### src/hdl/uart_mode_pkg.sv
package uart_mode_pkg;
  localparam logic [15:0] MODE0_ADDR = 16'hff2e;
  localparam logic [15:0] MODE1_ADDR = 16'hff2f;
  localparam logic [15:0] RXERR0_ADDR = 16'hff60;
  localparam logic [15:0] RXERR1_ADDR = 16'hff61;
  localparam logic [15:0] TXSTAT0_ADDR = 16'hff62;
  localparam logic [15:0] TXSTAT1_ADDR = 16'hff63;
  localparam logic [15:0] TXBUF0_ADDR = 16'hff64;
  localparam logic [15:0] TXBUF1_ADDR = 16'hff65;
  localparam logic [15:0] BRK0_ADDR = 16'hff66;
  localparam logic [15:0] BRK1_ADDR = 16'hff67;
  localparam logic [7:0] MODE_RESET = 8'h01;
  localparam logic [7:0] STATUS_RESET = 8'h00;
  localparam logic [7:0] BUF_RESET = 8'hff;
  localparam logic [7:0] BRK_RESET = 8'h00;
  localparam int POWER_BIT = 7;
  localparam int TXE_BIT = 6;
  localparam int RXE_BIT = 5;
  localparam int PAR_HI_BIT = 4;
  localparam int PAR_LO_BIT = 3;
  localparam int CL_BIT = 2;
  localparam int SL_BIT = 1;
  localparam int ROUTE_BIT = 0;
  localparam int PE_BIT = 2;
  localparam int FE_BIT = 1;
  localparam int OVE_BIT = 0;
  localparam int TXBF_BIT = 1;
  localparam int TXSF_BIT = 0;
  localparam logic [7:0] BRK_MASK = 8'hc0;
  localparam logic [1:0] PAR_NONE = 2'h0;
  localparam logic [1:0] PAR_ZERO = 2'h1;
  localparam logic [1:0] PAR_ODD = 2'h2;
  localparam logic [1:0] PAR_EVEN = 2'h3;
  localparam logic [3:0] BIT_LAST = 4'hf;
  localparam logic [3:0] BIT_HALF = 4'h7;
  localparam logic [2:0] LEN7_LAST = 3'h6;
  localparam logic [2:0] LEN8_LAST = 3'h7;

  typedef enum logic [4:0] {
    TX_IDLE = 5'b00001, TX_START = 5'b00010, TX_DATA = 5'b00100,
    TX_PARITY = 5'b01000, TX_STOP = 5'b10000
  } tx_state_t;

  typedef enum logic [4:0] {
    RX_IDLE = 5'b00001, RX_START = 5'b00010, RX_DATA = 5'b00100,
    RX_PARITY = 5'b01000, RX_STOP = 5'b10000
  } rx_state_t;

  function automatic logic parity_of(input logic [7:0] d, input logic len8,
                                     input logic [1:0] sel);
    logic ones;
    ones = ^(len8 ? d : {1'b0, d[6:0]});
    case (sel)
      PAR_ODD: parity_of = ~ones;
      PAR_EVEN: parity_of = ones;
      default: parity_of = 1'b0;
    endcase
  endfunction
endpackage

### src/hdl/uart_mode_control.sv
// Operation
// - reset loads each channel mode register with 01h
// - bit and byte writes accepted; rewriting same value disturbs nothing
// - power bit 7 low stops channel clock and resets channel logic
// - power off clears error status, tx status, break bits 7:6, rx buffer
// - power off forces transmit line high and receive view high
// - bit 6 enables transmitter; low resets transmitter synchronously
// - bit 5 enables receiver; low resets receiver synchronously
// - bits 4:3 pick parity none, zero, odd or even
// - zero parity reception never checks or flags parity error
// - bit 2 selects 7 or 8 data bits both directions
// - bit 1 selects one or two transmit stop bits
// - receiver always uses exactly one stop bit
// - bit 0 routes error completion to error or normal interrupt
// - enabled receiver starts at once if line already low
// - enables synced to base clock; two base clocks between off and on
// - two channels with identical mode registers at ff2eh and ff2fh
// - 7-bit character lands in bits 6:0 with bit 7 zero
// - transmit buffer write starts transmission on a base clock edge
// - error status reads 00h after reset, power off or rx off
`timescale 1ns/100ps
module uart_mode_control
  import uart_mode_pkg::*;
(
  input wire logic i_clk,
  input wire logic i_rst_n,
  input wire logic [15:0] i_addr,
  input wire logic i_wr,
  input wire logic [7:0] i_wdata,
  input wire logic i_bit_wr,
  input wire logic [2:0] i_bit_pos,
  input wire logic i_bit_val,
  input wire logic i_rd,
  output logic [7:0] o_rdata,
  input wire logic [1:0] i_serial_base_clock,
  input wire logic [1:0] i_serial_in,
  output logic [1:0] o_serial_out,
  output logic [15:0] o_receive_buffer,
  output logic [1:0] o_rx_valid,
  input wire logic [1:0] i_rx_ready,
  output logic [1:0] o_rx_complete_irq,
  output logic [1:0] o_rx_error_irq,
  output logic [1:0] o_tx_done
);
  logic rst_q1;
  logic rst_q2;
  logic [7:0] channel_mode_register [2];
  logic [7:0] rx_error_status [2];
  logic [7:0] tx_status [2];
  logic [7:0] break_control [2];
  logic [7:0] transmit_buffer [2];
  logic [7:0] next_rdata;

  always_ff @(posedge i_clk or negedge i_rst_n) begin
    if (!i_rst_n) begin
      rst_q1 <= 1'b0;
      rst_q2 <= 1'b0;
    end else begin
      rst_q1 <= 1'b1;
      rst_q2 <= rst_q1;
    end
  end

  function automatic logic [15:0] addr_of(input logic [15:0] a0, input logic [15:0] a1,
                                          input int c);
    addr_of = (c == 0) ? a0 : a1;
  endfunction

  for (genvar c = 0; c < 2; c++) begin : g_chan
    localparam logic [15:0] MODE_A = addr_of(MODE0_ADDR, MODE1_ADDR, c);
    localparam logic [15:0] RXERR_A = addr_of(RXERR0_ADDR, RXERR1_ADDR, c);
    localparam logic [15:0] TXBUF_A = addr_of(TXBUF0_ADDR, TXBUF1_ADDR, c);
    localparam logic [15:0] BRK_A = addr_of(BRK0_ADDR, BRK1_ADDR, c);

    logic power;
    logic tx_en_sync;
    logic rx_en_sync;
    logic tick;
    logic len8;
    logic [1:0] par_sel;
    logic rx_view;
    tx_state_t tx_state;
    logic [3:0] tx_tick_cnt;
    logic [2:0] tx_bit_cnt;
    logic [7:0] tx_shift;
    logic tx_line;
    logic tx_second_stop;
    logic tx_done;
    rx_state_t rx_state;
    logic [3:0] rx_tick_cnt;
    logic [2:0] rx_bit_cnt;
    logic [7:0] rx_shift;
    logic rx_par_sample;
    logic rx_finish;
    logic rx_pe;
    logic rx_fe;
    logic rx_ove;
    logic [7:0] rx_word;
    logic fifo_ready;
    logic rx_irq_ok;
    logic rx_irq_err;
    logic err_rd;
    logic txbuf_wr;

    assign power = channel_mode_register[c][POWER_BIT];
    assign len8 = channel_mode_register[c][CL_BIT];
    assign par_sel = channel_mode_register[c][PAR_HI_BIT:PAR_LO_BIT];
    assign tick = i_serial_base_clock[c];
    assign rx_view = power ? i_serial_in[c] : 1'b1;
    assign err_rd = i_rd && (i_addr == RXERR_A);
    assign txbuf_wr = i_wr && (i_addr == TXBUF_A) && power && tx_en_sync;

    // write effects depend on the stored value only, so a refresh is harmless
    always_ff @(posedge i_clk or negedge rst_q2) begin
      if (!rst_q2) begin
        channel_mode_register[c] <= MODE_RESET;
      end else if (i_wr && i_addr == MODE_A) begin
        channel_mode_register[c] <= i_wdata;
      end else if (i_bit_wr && i_addr == MODE_A) begin
        channel_mode_register[c][i_bit_pos] <= i_bit_val;
      end
    end

    // enables follow the base clock, not the bus write
    always_ff @(posedge i_clk or negedge rst_q2) begin
      if (!rst_q2) begin
        tx_en_sync <= 1'b0;
        rx_en_sync <= 1'b0;
      end else if (!power) begin
        tx_en_sync <= 1'b0;
        rx_en_sync <= 1'b0;
      end else if (tick) begin
        tx_en_sync <= channel_mode_register[c][TXE_BIT];
        rx_en_sync <= channel_mode_register[c][RXE_BIT];
      end
    end

    always_ff @(posedge i_clk or negedge rst_q2) begin
      if (!rst_q2) begin
        break_control[c] <= BRK_RESET;
      end else if (!power) begin
        break_control[c] <= BRK_RESET;
      end else if (i_wr && i_addr == BRK_A) begin
        break_control[c] <= i_wdata & BRK_MASK;
      end
    end

    always_ff @(posedge i_clk or negedge rst_q2) begin
      if (!rst_q2) begin
        transmit_buffer[c] <= BUF_RESET;
      end else if (txbuf_wr) begin
        transmit_buffer[c] <= i_wdata;
      end
    end

    always_ff @(posedge i_clk or negedge rst_q2) begin
      if (!rst_q2) begin
        tx_state <= TX_IDLE;
        tx_tick_cnt <= '0;
        tx_bit_cnt <= '0;
        tx_shift <= '0;
        tx_line <= 1'b1;
        tx_second_stop <= 1'b0;
        tx_status[c] <= STATUS_RESET;
        tx_done <= 1'b0;
      end else if (!power || !tx_en_sync) begin
        tx_state <= TX_IDLE;
        tx_tick_cnt <= '0;
        tx_bit_cnt <= '0;
        tx_line <= 1'b1;
        tx_second_stop <= 1'b0;
        tx_status[c] <= STATUS_RESET;
        tx_done <= 1'b0;
      end else begin
        tx_done <= 1'b0;
        if (txbuf_wr) begin
          tx_status[c][TXBF_BIT] <= 1'b1;
        end
        if (tick) begin
          tx_tick_cnt <= tx_tick_cnt + 4'h1;
          unique case (tx_state)
            TX_IDLE: begin
              tx_tick_cnt <= '0;
              if (tx_status[c][TXBF_BIT]) begin
                tx_shift <= transmit_buffer[c];
                tx_status[c][TXBF_BIT] <= txbuf_wr;
                tx_status[c][TXSF_BIT] <= 1'b1;
                tx_line <= 1'b0;
                tx_state <= TX_START;
              end
            end
            TX_START: begin
              if (tx_tick_cnt == BIT_LAST) begin
                tx_line <= tx_shift[0];
                tx_bit_cnt <= '0;
                tx_state <= TX_DATA;
              end
            end
            TX_DATA: begin
              if (tx_tick_cnt == BIT_LAST) begin
                tx_bit_cnt <= tx_bit_cnt + 3'h1;
                if (tx_bit_cnt == (len8 ? LEN8_LAST : LEN7_LAST)) begin
                  if (par_sel != PAR_NONE) begin
                    tx_line <= parity_of(tx_shift, len8, par_sel);
                    tx_state <= TX_PARITY;
                  end else begin
                    tx_line <= 1'b1;
                    tx_state <= TX_STOP;
                  end
                end else begin
                  tx_line <= tx_shift[3'(tx_bit_cnt + 3'h1)];
                end
              end
            end
            TX_PARITY: begin
              if (tx_tick_cnt == BIT_LAST) begin
                tx_line <= 1'b1;
                tx_state <= TX_STOP;
              end
            end
            TX_STOP: begin
              if (tx_tick_cnt == BIT_LAST) begin
                if (channel_mode_register[c][SL_BIT] && !tx_second_stop) begin
                  tx_second_stop <= 1'b1;
                end else begin
                  tx_second_stop <= 1'b0;
                  tx_done <= 1'b1;
                  // back-to-back frame when the buffer already holds a byte
                  if (tx_status[c][TXBF_BIT]) begin
                    tx_shift <= transmit_buffer[c];
                    tx_status[c][TXBF_BIT] <= txbuf_wr;
                    tx_line <= 1'b0;
                    tx_state <= TX_START;
                  end else begin
                    tx_status[c][TXSF_BIT] <= 1'b0;
                    tx_state <= TX_IDLE;
                  end
                end
              end
            end
          endcase
        end
      end
    end

    always_ff @(posedge i_clk or negedge rst_q2) begin
      if (!rst_q2) begin
        rx_state <= RX_IDLE;
        rx_tick_cnt <= '0;
        rx_bit_cnt <= '0;
        rx_shift <= '0;
        rx_par_sample <= 1'b0;
      end else if (!power || !rx_en_sync) begin
        rx_state <= RX_IDLE;
        rx_tick_cnt <= '0;
        rx_bit_cnt <= '0;
      end else if (tick) begin
        rx_tick_cnt <= rx_tick_cnt + 4'h1;
        unique case (rx_state)
          RX_IDLE: begin
            rx_tick_cnt <= '0;
            if (!rx_view) begin
              rx_state <= RX_START;
            end
          end
          RX_START: begin
            if (rx_tick_cnt == BIT_HALF && rx_view) begin
              rx_state <= RX_IDLE;
            end else if (rx_tick_cnt == BIT_LAST) begin
              rx_bit_cnt <= '0;
              rx_state <= RX_DATA;
            end
          end
          RX_DATA: begin
            if (rx_tick_cnt == BIT_HALF) begin
              rx_shift <= {rx_view, rx_shift[7:1]};
            end
            if (rx_tick_cnt == BIT_LAST) begin
              rx_bit_cnt <= rx_bit_cnt + 3'h1;
              if (rx_bit_cnt == (len8 ? LEN8_LAST : LEN7_LAST)) begin
                rx_state <= (par_sel != PAR_NONE) ? RX_PARITY : RX_STOP;
              end
            end
          end
          RX_PARITY: begin
            if (rx_tick_cnt == BIT_HALF) begin
              rx_par_sample <= rx_view;
            end
            if (rx_tick_cnt == BIT_LAST) begin
              rx_state <= RX_STOP;
            end
          end
          RX_STOP: begin
            if (rx_tick_cnt == BIT_HALF) begin
              rx_state <= RX_IDLE;
            end
          end
        endcase
      end
    end

    assign rx_finish = power && rx_en_sync && tick && (rx_state == RX_STOP) &&
                       (rx_tick_cnt == BIT_HALF);
    assign rx_word = len8 ? rx_shift : {1'b0, rx_shift[7:1]};
    assign rx_fe = !rx_view;
    // zero parity and no parity are never judged
    assign rx_pe = par_sel[1] && (parity_of(rx_word, len8, par_sel) != rx_par_sample);
    assign rx_ove = !fifo_ready;

    // a new error in the read cycle survives the read
    always_ff @(posedge i_clk or negedge rst_q2) begin
      if (!rst_q2) begin
        rx_error_status[c] <= STATUS_RESET;
      end else if (!power || !rx_en_sync) begin
        rx_error_status[c] <= STATUS_RESET;
      end else begin
        rx_error_status[c] <= (err_rd ? STATUS_RESET : rx_error_status[c]) |
          (rx_finish ? {5'h00, rx_pe, rx_fe, rx_ove} : STATUS_RESET);
      end
    end

    always_ff @(posedge i_clk or negedge rst_q2) begin
      if (!rst_q2) begin
        rx_irq_ok <= 1'b0;
        rx_irq_err <= 1'b0;
      end else begin
        rx_irq_ok <= rx_finish &&
          (!(rx_pe || rx_fe || rx_ove) || channel_mode_register[c][ROUTE_BIT]);
        rx_irq_err <= rx_finish && (rx_pe || rx_fe || rx_ove) &&
          !channel_mode_register[c][ROUTE_BIT];
      end
    end

    // an overrun frame is dropped rather than stalling the line
    uart_rx_pair_buffer #(
      .WIDTH(8),
      .DEPTH(2)
    ) u_rx_buf (
      .i_clk(i_clk),
      .i_rst_n(rst_q2),
      .i_clear(!power),
      .i_data(rx_word),
      .i_valid(rx_finish && !rx_ove),
      .o_ready(fifo_ready),
      .o_data(o_receive_buffer[c*8 +: 8]),
      .o_valid(o_rx_valid[c]),
      .i_ready(i_rx_ready[c])
    );

    assign o_serial_out[c] = tx_line;
    assign o_rx_complete_irq[c] = rx_irq_ok;
    assign o_rx_error_irq[c] = rx_irq_err;
    assign o_tx_done[c] = tx_done;
  end

  always_comb begin
    unique case (i_addr)
      MODE0_ADDR: next_rdata = channel_mode_register[0];
      MODE1_ADDR: next_rdata = channel_mode_register[1];
      RXERR0_ADDR: next_rdata = rx_error_status[0];
      RXERR1_ADDR: next_rdata = rx_error_status[1];
      TXSTAT0_ADDR: next_rdata = tx_status[0];
      TXSTAT1_ADDR: next_rdata = tx_status[1];
      TXBUF0_ADDR: next_rdata = transmit_buffer[0];
      TXBUF1_ADDR: next_rdata = transmit_buffer[1];
      BRK0_ADDR: next_rdata = break_control[0];
      BRK1_ADDR: next_rdata = break_control[1];
      default: next_rdata = 8'h00;
    endcase
  end

  always_ff @(posedge i_clk or negedge rst_q2) begin
    if (!rst_q2) begin
      o_rdata <= 8'h00;
    end else if (i_rd) begin
      o_rdata <= next_rdata;
    end
  end
endmodule

### src/hdl/uart_rx_pair_buffer.sv
`timescale 1ns/100ps
module uart_rx_pair_buffer #(
  parameter int WIDTH = 8,
  parameter int DEPTH = 2
) (
  input wire logic i_clk,
  input wire logic i_rst_n,
  input wire logic i_clear,
  input wire logic [WIDTH-1:0] i_data,
  input wire logic i_valid,
  output logic o_ready,
  output logic [WIDTH-1:0] o_data,
  output logic o_valid,
  input wire logic i_ready
);
  localparam int PW = $clog2(DEPTH);
  logic [WIDTH-1:0] mem [DEPTH];
  logic [PW-1:0] wr_ptr;
  logic [PW-1:0] rd_ptr;
  logic [PW:0] count;
  logic push;
  logic pop;

  assign o_ready = (count != (PW+1)'(DEPTH));
  assign o_valid = (count != '0);
  assign push = i_valid && o_ready;
  assign pop = o_valid && i_ready;
  assign o_data = mem[rd_ptr];

  always_ff @(posedge i_clk or negedge i_rst_n) begin
    if (!i_rst_n) begin
      wr_ptr <= '0;
      rd_ptr <= '0;
      count <= '0;
    end else if (i_clear) begin
      wr_ptr <= '0;
      rd_ptr <= '0;
      count <= '0;
    end else begin
      if (push) begin
        wr_ptr <= (wr_ptr == PW'(DEPTH-1)) ? '0 : wr_ptr + 1'b1;
      end
      if (pop) begin
        rd_ptr <= (rd_ptr == PW'(DEPTH-1)) ? '0 : rd_ptr + 1'b1;
      end
      count <= count + (PW+1)'(push) - (PW+1)'(pop);
    end
  end

  // cleared contents read as all ones, like an empty receive buffer
  always_ff @(posedge i_clk or negedge i_rst_n) begin
    if (!i_rst_n) begin
      for (int i = 0; i < DEPTH; i++) mem[i] <= '1;
    end else if (i_clear) begin
      for (int i = 0; i < DEPTH; i++) mem[i] <= '1;
    end else begin
      // a popped slot reads as empty again, so a drained buffer shows all ones
      if (pop) begin
        mem[rd_ptr] <= '1;
      end
      if (push) begin
        mem[wr_ptr] <= i_data;
      end
    end
  end
endmodule

### config.mk
export PLATFORM = sky130hd
export DESIGN_NAME = uart_mode_control
export DESIGN_NICKNAME = d
export VERILOG_FILES = /design/src/hdl/uart_mode_pkg.sv /design/src/hdl/uart_mode_control.sv /design/src/hdl/uart_rx_pair_buffer.sv
export SDC_FILE = /design/constraint.sdc
export NUM_CORES = 1
export LEC_CHECK = 0
export BUFFER_PORTS_ARGS = -buffer_cell sky130_fd_sc_hd__buf_2
export CAP_MARGIN = 10
export CORE_ASPECT_RATIO = 0.6
export CORE_MARGIN = 3
export CORE_UTILIZATION = 55
export CTS_CLUSTER_DIAMETER = 40
export DETAILED_ROUTE_END_ITERATION = 6
export GPL_ROUTABILITY_DRIVEN = 0
export PLACE_DENSITY = 0.78
export SYNTH_ARGS = -nofsm -noshare
export SYNTH_HDL_FRONTEND = slang
export SYNTH_SLANG_ARGS = --single-unit
### constraint.sdc
create_clock -name i_clk -period 6.1 [get_ports i_clk]
set_clock_uncertainty 0.2 [all_clocks]
set_input_delay 1.83 -clock i_clk [delete_from_list [all_inputs] [get_ports i_clk]]
set_output_delay 1.83 -clock i_clk [all_outputs]
set_load 0.005 [all_outputs]
==> reports/metrics.cfg, run 1 <==
[drt]
route.antenna.remaining_nets = 0
via_per_inst = 6.13
post-route-drc-count = 0
detail_route.iter0.violations = 842
via_count = 8228
post_drt_wl_per_cell_um = 19.2
wirelength_um = 25700
drtPass1Iterations = 7

[power]
peakVddDrop_uv = 197
clkPwrFrac_pct = 44.6
power.static_leakage_nw = 4.85
power.density_cell_area_mw_per_mm2 = 211
cell_internal_pwr_mw = 1.88
share_of_total_power_consumed_by_net_switching_pct = 23.2
power.switching_uw = 567
total_power_mw = 2.45
seqPwrFrac_pct = 52.5
power_frac_comb_pct = 2.9

[sta]
finalHoldViolCount = 0
rsz0062_at_grt = no
totalNegativeSetupSlack_ns = 0
period_share_pct = 62.3
period_minus_slack_ns = 3.80
final_setup_violation_count = 0
drv_slew = 0
max_slew_margin_pct = 36.4
max_freq_mhz = 263
max_slew.worst_pin.slew_ns = 0.954

[critical_path]
reg2reg_from = g_chan[1].rx_tick_cnt[0]
endpoint_type_of_the_worst_setup_path = flip-flop
worstSetupEndpoint = g_chan[0].u_rx_buf.mem[15]
regToRegSetupSlack_ns = 3.41
worst_path_required_ns = 6.25
regToRegEndpoint = g_chan[1].u_rx_buf.mem[4]
worst-path-stages = 7
cp_slowest_stage_delay_ns = 0.53
cp-startpoint = i_serial_base_clock[0]
start_kind = primary input
worstPathArrival_ns = 3.95
critical-path-top-delay-family = simple AND/OR/NAND/NOR gates
cp_num_buf_inv = 1
crit_path_max_fanout = 26
critical_path_class = primary input to flip-flop
crit_path_max_delay_cell_type = sky130_fd_sc_hd__nor3_4
ff2ff_path_depth = 8
crit_chain = buf_2 > nand3_2 > or3_4 > or2_4 > nor3_4 > and2_1 > o21ai_0

[floorplan]
fp-row-count = 38
initial_utilization_pct = 57.6
floorplan.die_area_mm2 = 0.0211
floorplan.io_pins = 73
chipWidth_um = 186
coreArea_mm2 = 0.0185
die_height_um = 114

[cts]
cts_resized = 0
tritoncts_num_sinks = 192
cts_buffer_depth = 2
cts-root-buf = sky130_fd_sc_hd__clkbuf_16
worst_skew_pair.late_latency_ns = 0.44
cts_buffers = 17
tritoncts = yes
post_cts.repair.setup_buffers = 0
worst_setup_hold_path_clk_slew_ns = 0.07
cts_hold_buf = 0
htree_num_levels = 4

[cells_and_area]
syn_to_final_growth_pct = 8.61
postLayoutCoreUtil_pct = 62.5
fin_nets = 1139
drive_gt1_share_pct = 23.9
layout.filler_cells = 1530

[synthesis]
yosys_warnings = 0
async_flop_share_pct = 100
yosys_most_used_dff = sky130_fd_sc_hd__dfrtp_1
synth_fp_nets = 1106
synth_enable_flop_cells = 0
netlist_area_mm2 = 0.0106
postSynthAreaPerCell_um2 = 10.1
gate_count_of_the_mapped_netlist = 1055
ys_seq_elements = 192
synth_seq_area_share_pct = 45.8
synth.distinct_cells = 86

[global_route]
vias_in_the_first_global_route = 7686
grt_pass1_wl_um = 41300
grt_max_degree = 79
grt_util_all_layers_pct = 24.9
gr-total-overflow = 0
antenna_found_initial = 1

[flow_run]
cap_violations = 0

[status]
outcome = complete, no violations

[placed_design]
dpl.hpwl_um = 18200
portbufs = 72

[hold_path]
min-delay-path-class = flip-flop to flip-flop

-- through the flow --
| stage | instance area [µm²] | hold WS, ns | setup WS, ns | cells |
|---|---|---|---|---|
| floorplan | 10600 | 0.131 | 0.251 | 1055 |
| global placement | 11000 | 0.135 | 1.96 | 1309 |
| detailed placement | 11000 | 0.146 | 1.88 | 1309 |
| CTS | 11600 | 0.157 | 2.35 | 1341 |
| global route | 11600 | 0.158 | 2.16 | 1342 |
| finish | 11600 | 0.152 | 2.30 | 1342 |
-- state kept, by name, indices dropped and copies added (netlist names), 4 cells and up --
| signal | flops |
|---|---|
| g_chan.tx_tick_cnt | 8 |
| g_chan.rx_bit_cnt | 6 |
| g_chan.u_rx_buf.mem | 32 |
| tx_status | 4 |
| g_chan.tx_shift | 16 |
| g_chan.rx_state | 10 |
| g_chan.rx_tick_cnt | 8 |
| break_control | 4 |
| g_chan.rx_shift | 16 |
| rx_error_status | 6 |
| g_chan.u_rx_buf.count | 4 |
| g_chan.tx_bit_cnt | 6 |
| g_chan.tx_state | 10 |
| o_rdata | 8 |
| channel_mode_register | 16 |
| transmit_buffer | 16 |
-- metal layers --
metal	wire, µm	track usage [%]	part of all wire, %	up-vias
li1	-	-	-	3840
met1	12900	40.0	50	4087
met2	10600	34.1	41	286
met3	2120	6.44	8.2	15
met4	159	4.41	0.62	0
met5	0	0	0	-
-- worst register-to-register path: cells and delay by family (launching register included) --
family / cells / cell delay, ns
AO/OA/AOI/OAI: 1 / 0.14
AND/OR/NAND/NOR: 6 / 1.67
flip-flops: 1 / 0.40
adder cells (fa/ha/maj): 1 / 0.21
-- cell usage in the layout, fill, tap and decap left out, types with 5 or more instances in the layout --
master / n
sky130_fd_sc_hd__a21oi_1: 59
sky130_fd_sc_hd__a22o_1: 8
sky130_fd_sc_hd__a22oi_1: 8
sky130_fd_sc_hd__a31oi_1: 8
sky130_fd_sc_hd__and2_1: 9
sky130_fd_sc_hd__and3_1: 12
sky130_fd_sc_hd__buf_2: 72
sky130_fd_sc_hd__buf_4: 5
sky130_fd_sc_hd__clkbuf_16: 17
sky130_fd_sc_hd__dfrtp_1: 135
sky130_fd_sc_hd__dfstp_2: 56
sky130_fd_sc_hd__ha_1: 12
sky130_fd_sc_hd__inv_1: 21
sky130_fd_sc_hd__mux2_1: 8
sky130_fd_sc_hd__mux2_2: 64
sky130_fd_sc_hd__mux2i_1: 52
sky130_fd_sc_hd__nand2_1: 83
sky130_fd_sc_hd__nand2b_1: 13
sky130_fd_sc_hd__nand3_1: 24
sky130_fd_sc_hd__nand3b_1: 9
sky130_fd_sc_hd__nand4_1: 6
sky130_fd_sc_hd__nor2_1: 97
sky130_fd_sc_hd__nor2b_1: 24
sky130_fd_sc_hd__nor3_1: 36
sky130_fd_sc_hd__nor3b_1: 6
sky130_fd_sc_hd__nor4_1: 6
sky130_fd_sc_hd__o21a_1: 6
sky130_fd_sc_hd__o21ai_0: 61
sky130_fd_sc_hd__o22ai_1: 5
sky130_fd_sc_hd__o2bb2ai_1: 6
sky130_fd_sc_hd__o31ai_1: 31
sky130_fd_sc_hd__or3_1: 6
sky130_fd_sc_hd__xnor2_1: 35
sky130_fd_sc_hd__xor2_1: 10
-- kinds of logic (layout without fill, tap and decap cells) --
logic type      Yosys count  count (layout)  synth area share [%]
compound gates          224             224                  13.5
other cells               1               2                0.0352
simple gates            367             367                  17.9
xor+xnor                 46              46                  3.91
fa+ha+maj                12              12                  1.41
flops                   192             192                  45.8
buf+inv                  85             131                  4.08
mux                     128             128                  13.4
-- synth_stat cells (9+ instances only) --
cell,n,area share [%]
sky130_fd_sc_hd__dfrtp_1,136,32
sky130_fd_sc_hd__dfstp_2,56,14
sky130_fd_sc_hd__nand3b_1,9,0.63
sky130_fd_sc_hd__mux2_2,64,6.8
sky130_fd_sc_hd__inv_1,21,0.74
sky130_fd_sc_hd__xnor2_1,35,2.9
sky130_fd_sc_hd__buf_2,10,0.47
sky130_fd_sc_hd__nand2_1,83,2.9
sky130_fd_sc_hd__o31ai_1,31,2.2
sky130_fd_sc_hd__clkbuf_1,31,1.1
sky130_fd_sc_hd__and2_1,9,0.53
sky130_fd_sc_hd__nand2b_1,13,0.76
sky130_fd_sc_hd__ha_1,12,1.4
sky130_fd_sc_hd__nor2b_1,24,1.4
sky130_fd_sc_hd__nand3_1,24,1.1
sky130_fd_sc_hd__nor3_1,36,1.7
sky130_fd_sc_hd__a21oi_1,59,2.8
sky130_fd_sc_hd__buf_4,17,1.2
sky130_fd_sc_hd__xor2_1,10,0.82
sky130_fd_sc_hd__o21ai_0,61,2.9
sky130_fd_sc_hd__mux2i_1,52,4.9
sky130_fd_sc_hd__nor2_1,97,3.4
sky130_fd_sc_hd__and3_1,12,0.71
-- power by group through the flow --
stage / clock network (mW) / registers (mW) / logic (mW)
finish: 1.09 / 1.28 / 0.0709
global route: 1.16 / 1.28 / 0.0776
CTS: 1.10 / 1.28 / 0.0698
detailed placement: 0 / 1.31 / 0.0694
global placement: 0 / 1.31 / 0.0679
floorplan: 0 / 1.32 / 0.0259
-- how the worst min path moves through the flow --
stage	slack (ns)	endpoint	depth (start not counted)	startpoint
final	0.15	rst_q2	0	rst_q1
after global routing	0.16	rst_q2	0	rst_q1
after CTS	0.16	rst_q2	0	rst_q1
after detailed placement	0.15	rst_q2	0	rst_q1
after global placement	0.13	rst_q2	0	rst_q1
after floorplan	0.13	rst_q2	0	rst_q1
-- cell type report --
type / instances / area (µm²) / share of cell area (%)
Antenna cell: 1 / 2.50 / 0.0216
Sequential cell: 192 / 4880 / 42.2
Timing Repair Buffer: 77 / 398 / 3.44
Clock buffer: 20 / 457 / 3.95
Clock inverter: 12 / 108 / 0.931
Inverter: 22 / 82.6 / 0.714
Tap cell: 240 / 300 / 2.60
Multi-Input combinational cell: 778 / 5340 / 46.2
Power figures use the tool's default switching activity.
==> inputs of run 2 (changes only) <==
--- a/config.mk
+++ b/config.mk
@@ -9,11 +9,11 @@
 export CAP_MARGIN = 10
 export CORE_ASPECT_RATIO = 0.6
 export CORE_MARGIN = 3
-export CORE_UTILIZATION = 55
+export CORE_UTILIZATION = 61
 export CTS_CLUSTER_DIAMETER = 40
 export DETAILED_ROUTE_END_ITERATION = 6
 export GPL_ROUTABILITY_DRIVEN = 0
-export PLACE_DENSITY = 0.78
+export PLACE_DENSITY = 0.82
 export SYNTH_ARGS = -nofsm -noshare
 export SYNTH_HDL_FRONTEND = slang
 export SYNTH_SLANG_ARGS = --single-unit
==> constraint.sdc (replaced) <==
create_clock -name i_clk -period 3.8 [get_ports i_clk]
set_clock_uncertainty 0.2 [all_clocks]
set_input_delay 1.14 -clock i_clk [delete_from_list [all_inputs] [get_ports i_clk]]
set_output_delay 1.14 -clock i_clk [all_outputs]
set_load 0.005 [all_outputs]
==> reports/metrics.cfg, run 2 (same netlist as run 1, synthesis figures left out) <==
[critical_path]
critical_path_class = primary input to flip-flop
worst_path_required_ns = 3.94
crit_path_max_fanout = 8
endpoint_type_of_the_worst_setup_path = flip-flop
worstPathArrival_ns = 3.22
start_kind = primary input

[floorplan]
chipWidth_um = 177
initial_utilization_pct = 63.9
coreArea_mm2 = 0.0167
floorplan.die_area_mm2 = 0.0191
fp-row-count = 36
floorplan.io_pins = 73
die_height_um = 108

[status]
outcome = complete, no violations

[sta]
rsz0062_at_grt = no
period_minus_slack_ns = 3.08
finalHoldViolCount = 0
final_setup_violation_count = 0
max_slew.worst_pin.slew_ns = 0.872
period_share_pct = 81.0
max_freq_mhz = 325
drv_slew = 0
max_slew_margin_pct = 41.9
totalNegativeSetupSlack_ns = 0

[cells_and_area]
stdcell_area_mm2 = 0.0116
registers.top_by_ff_count = g_chan.u_rx_buf.mem
mostFrequentLayoutCell = sky130_fd_sc_hd__dfrtp_1
mostFrequentLayoutCells = 135 x sky130_fd_sc_hd__dfrtp_1, 97 x sky130_fd_sc_hd__nor2_1, 83 x sky130_fd_sc_hd__nand2_1
syn_to_final_growth_pct = 9.25
postLayoutCoreUtil_pct = 69.8
fin_cells = 1335
drive_gt1_share_pct = 24.2
fin_nets = 1144
largest_register_ff_count = 32

[cts]
cts-root-buf = sky130_fd_sc_hd__clkbuf_16
cts_resized = 0
post_cts.repair.setup_buffers = 0
htree_num_levels = 4
cts_buffers = 17
cts_hold_buf = 0
worst_skew_pair.late_latency_ns = 0.44
worst_setup_hold_path_clk_slew_ns = 0.07
cts_buffer_depth = 2
tritoncts_num_sinks = 192
tritoncts = yes

[global_route]
antenna_found_initial = 1
gr-total-overflow = 0
grt_pass1_wl_um = 42300
grt_util_all_layers_pct = 28.6
vias_in_the_first_global_route = 7870
grt_max_degree = 96

[placed_design]
placed_cells = 1302
dpl_cell_area_mm2 = 0.0110
dpl.hpwl_um = 18500
portbufs = 72

[power]
peakVddDrop_uv = 284
power.density_cell_area_mw_per_mm2 = 343
total_power_mw = 3.99
power.static_leakage_nw = 4.89

[drt]
drtPass1Iterations = 5
post_drt_wl_per_cell_um = 19.4
wirelength_um = 25900
via_count = 8222
route.antenna.remaining_nets = 0
post-route-drc-count = 0
via_per_inst = 6.16
detail_route.iter0.violations = 1024

[flow_run]
cap_violations = 0

[hold_path]
min-delay-path-class = flip-flop to async pin

[run 2: cell count changes in the layout (fill, tap and decap cells not counted), moves of 2 or more]
cell / previous run / this run
sky130_fd_sc_hd__buf_4: 5 / 8
sky130_fd_sc_hd__buf_12: 0 / 2
sky130_fd_sc_hd__inv_6: 2 / 4
sky130_fd_sc_hd__clkbuf_8: 2 / 0
sky130_fd_sc_hd__clkinv_2: 3 / 1
[run 2: metal layers]
metal / track usage (%) / vias up / wire (µm)
met4: 6.67 / 0 / 274
li1: - / 3850 / -
met5: 0 / - / 0
met2: 39.6 / 329 / 10900
met1: 43.7 / 4009 / 12300
met3: 8.91 / 34 / 2450
[run 2: critical path, stage by stage]
cell and delay (ns):
sky130_fd_sc_hd__buf_2 0.09, sky130_fd_sc_hd__nand4b_1 0.15, sky130_fd_sc_hd__or3_4 0.46, sky130_fd_sc_hd__nor2b_1 0.18
sky130_fd_sc_hd__nor2b_1 0.50, sky130_fd_sc_hd__nand2_2 0.30, sky130_fd_sc_hd__mux2i_1 0.18, sky130_fd_sc_hd__o31ai_1 0.21
[run 2: cell type report]
class / count / area, µm²
diodes: 1 / 2.50
clock buffers: 18 / 429
clock inverters: 14 / 155
fillers: 1244 / 5030
inverters: 22 / 82.6
multi-input cells: 778 / 5340
flip-flops and latches: 192 / 4880
well taps: 228 / 285
repair buffers: 82 / 460
[run 2: path summary, 6_finish.rpt]
path	start	end	slack, ns	cells after the start
setup / recovery	i_addr[7]	channel_mode_register[10]	0.72	8
hold / removal	rst_q2	g_chan[1].tx_state[3]	0.11	0
setup reg to reg	g_chan[1].rx_tick_cnt[0]	g_chan[1].u_rx_buf.mem[4]	1.08	8
hold reg to reg	rst_q2	g_chan[1].tx_state[3]	0.11	0
max in group asynchronous	rst_q2	g_chan[0].rx_state[0]	2.39	1
min in group i_clk	rst_q1	rst_q2	0.15	0
[run 2: where the power goes]
| group | internal [mW] | switching, mW |
|---|---|---|
| Combinational | 0.0330 | 0.0904 |
| Clock | 0.981 | 0.832 |
| Sequential | 2.05 | 0.00766 |
[run 2: stage by stage]
stage / setup WS (ns) / hold slack (ns)
6_report: 0.723 / 0.107
5_1_grt: 0.541 / 0.149
4_1_cts: 0.775 / 0.124
3_5_place_dp: 0.330 / 0.112
3_3_place_gp: 0.406 / 0.111
2_1_floorplan: 0.487 / 0.131
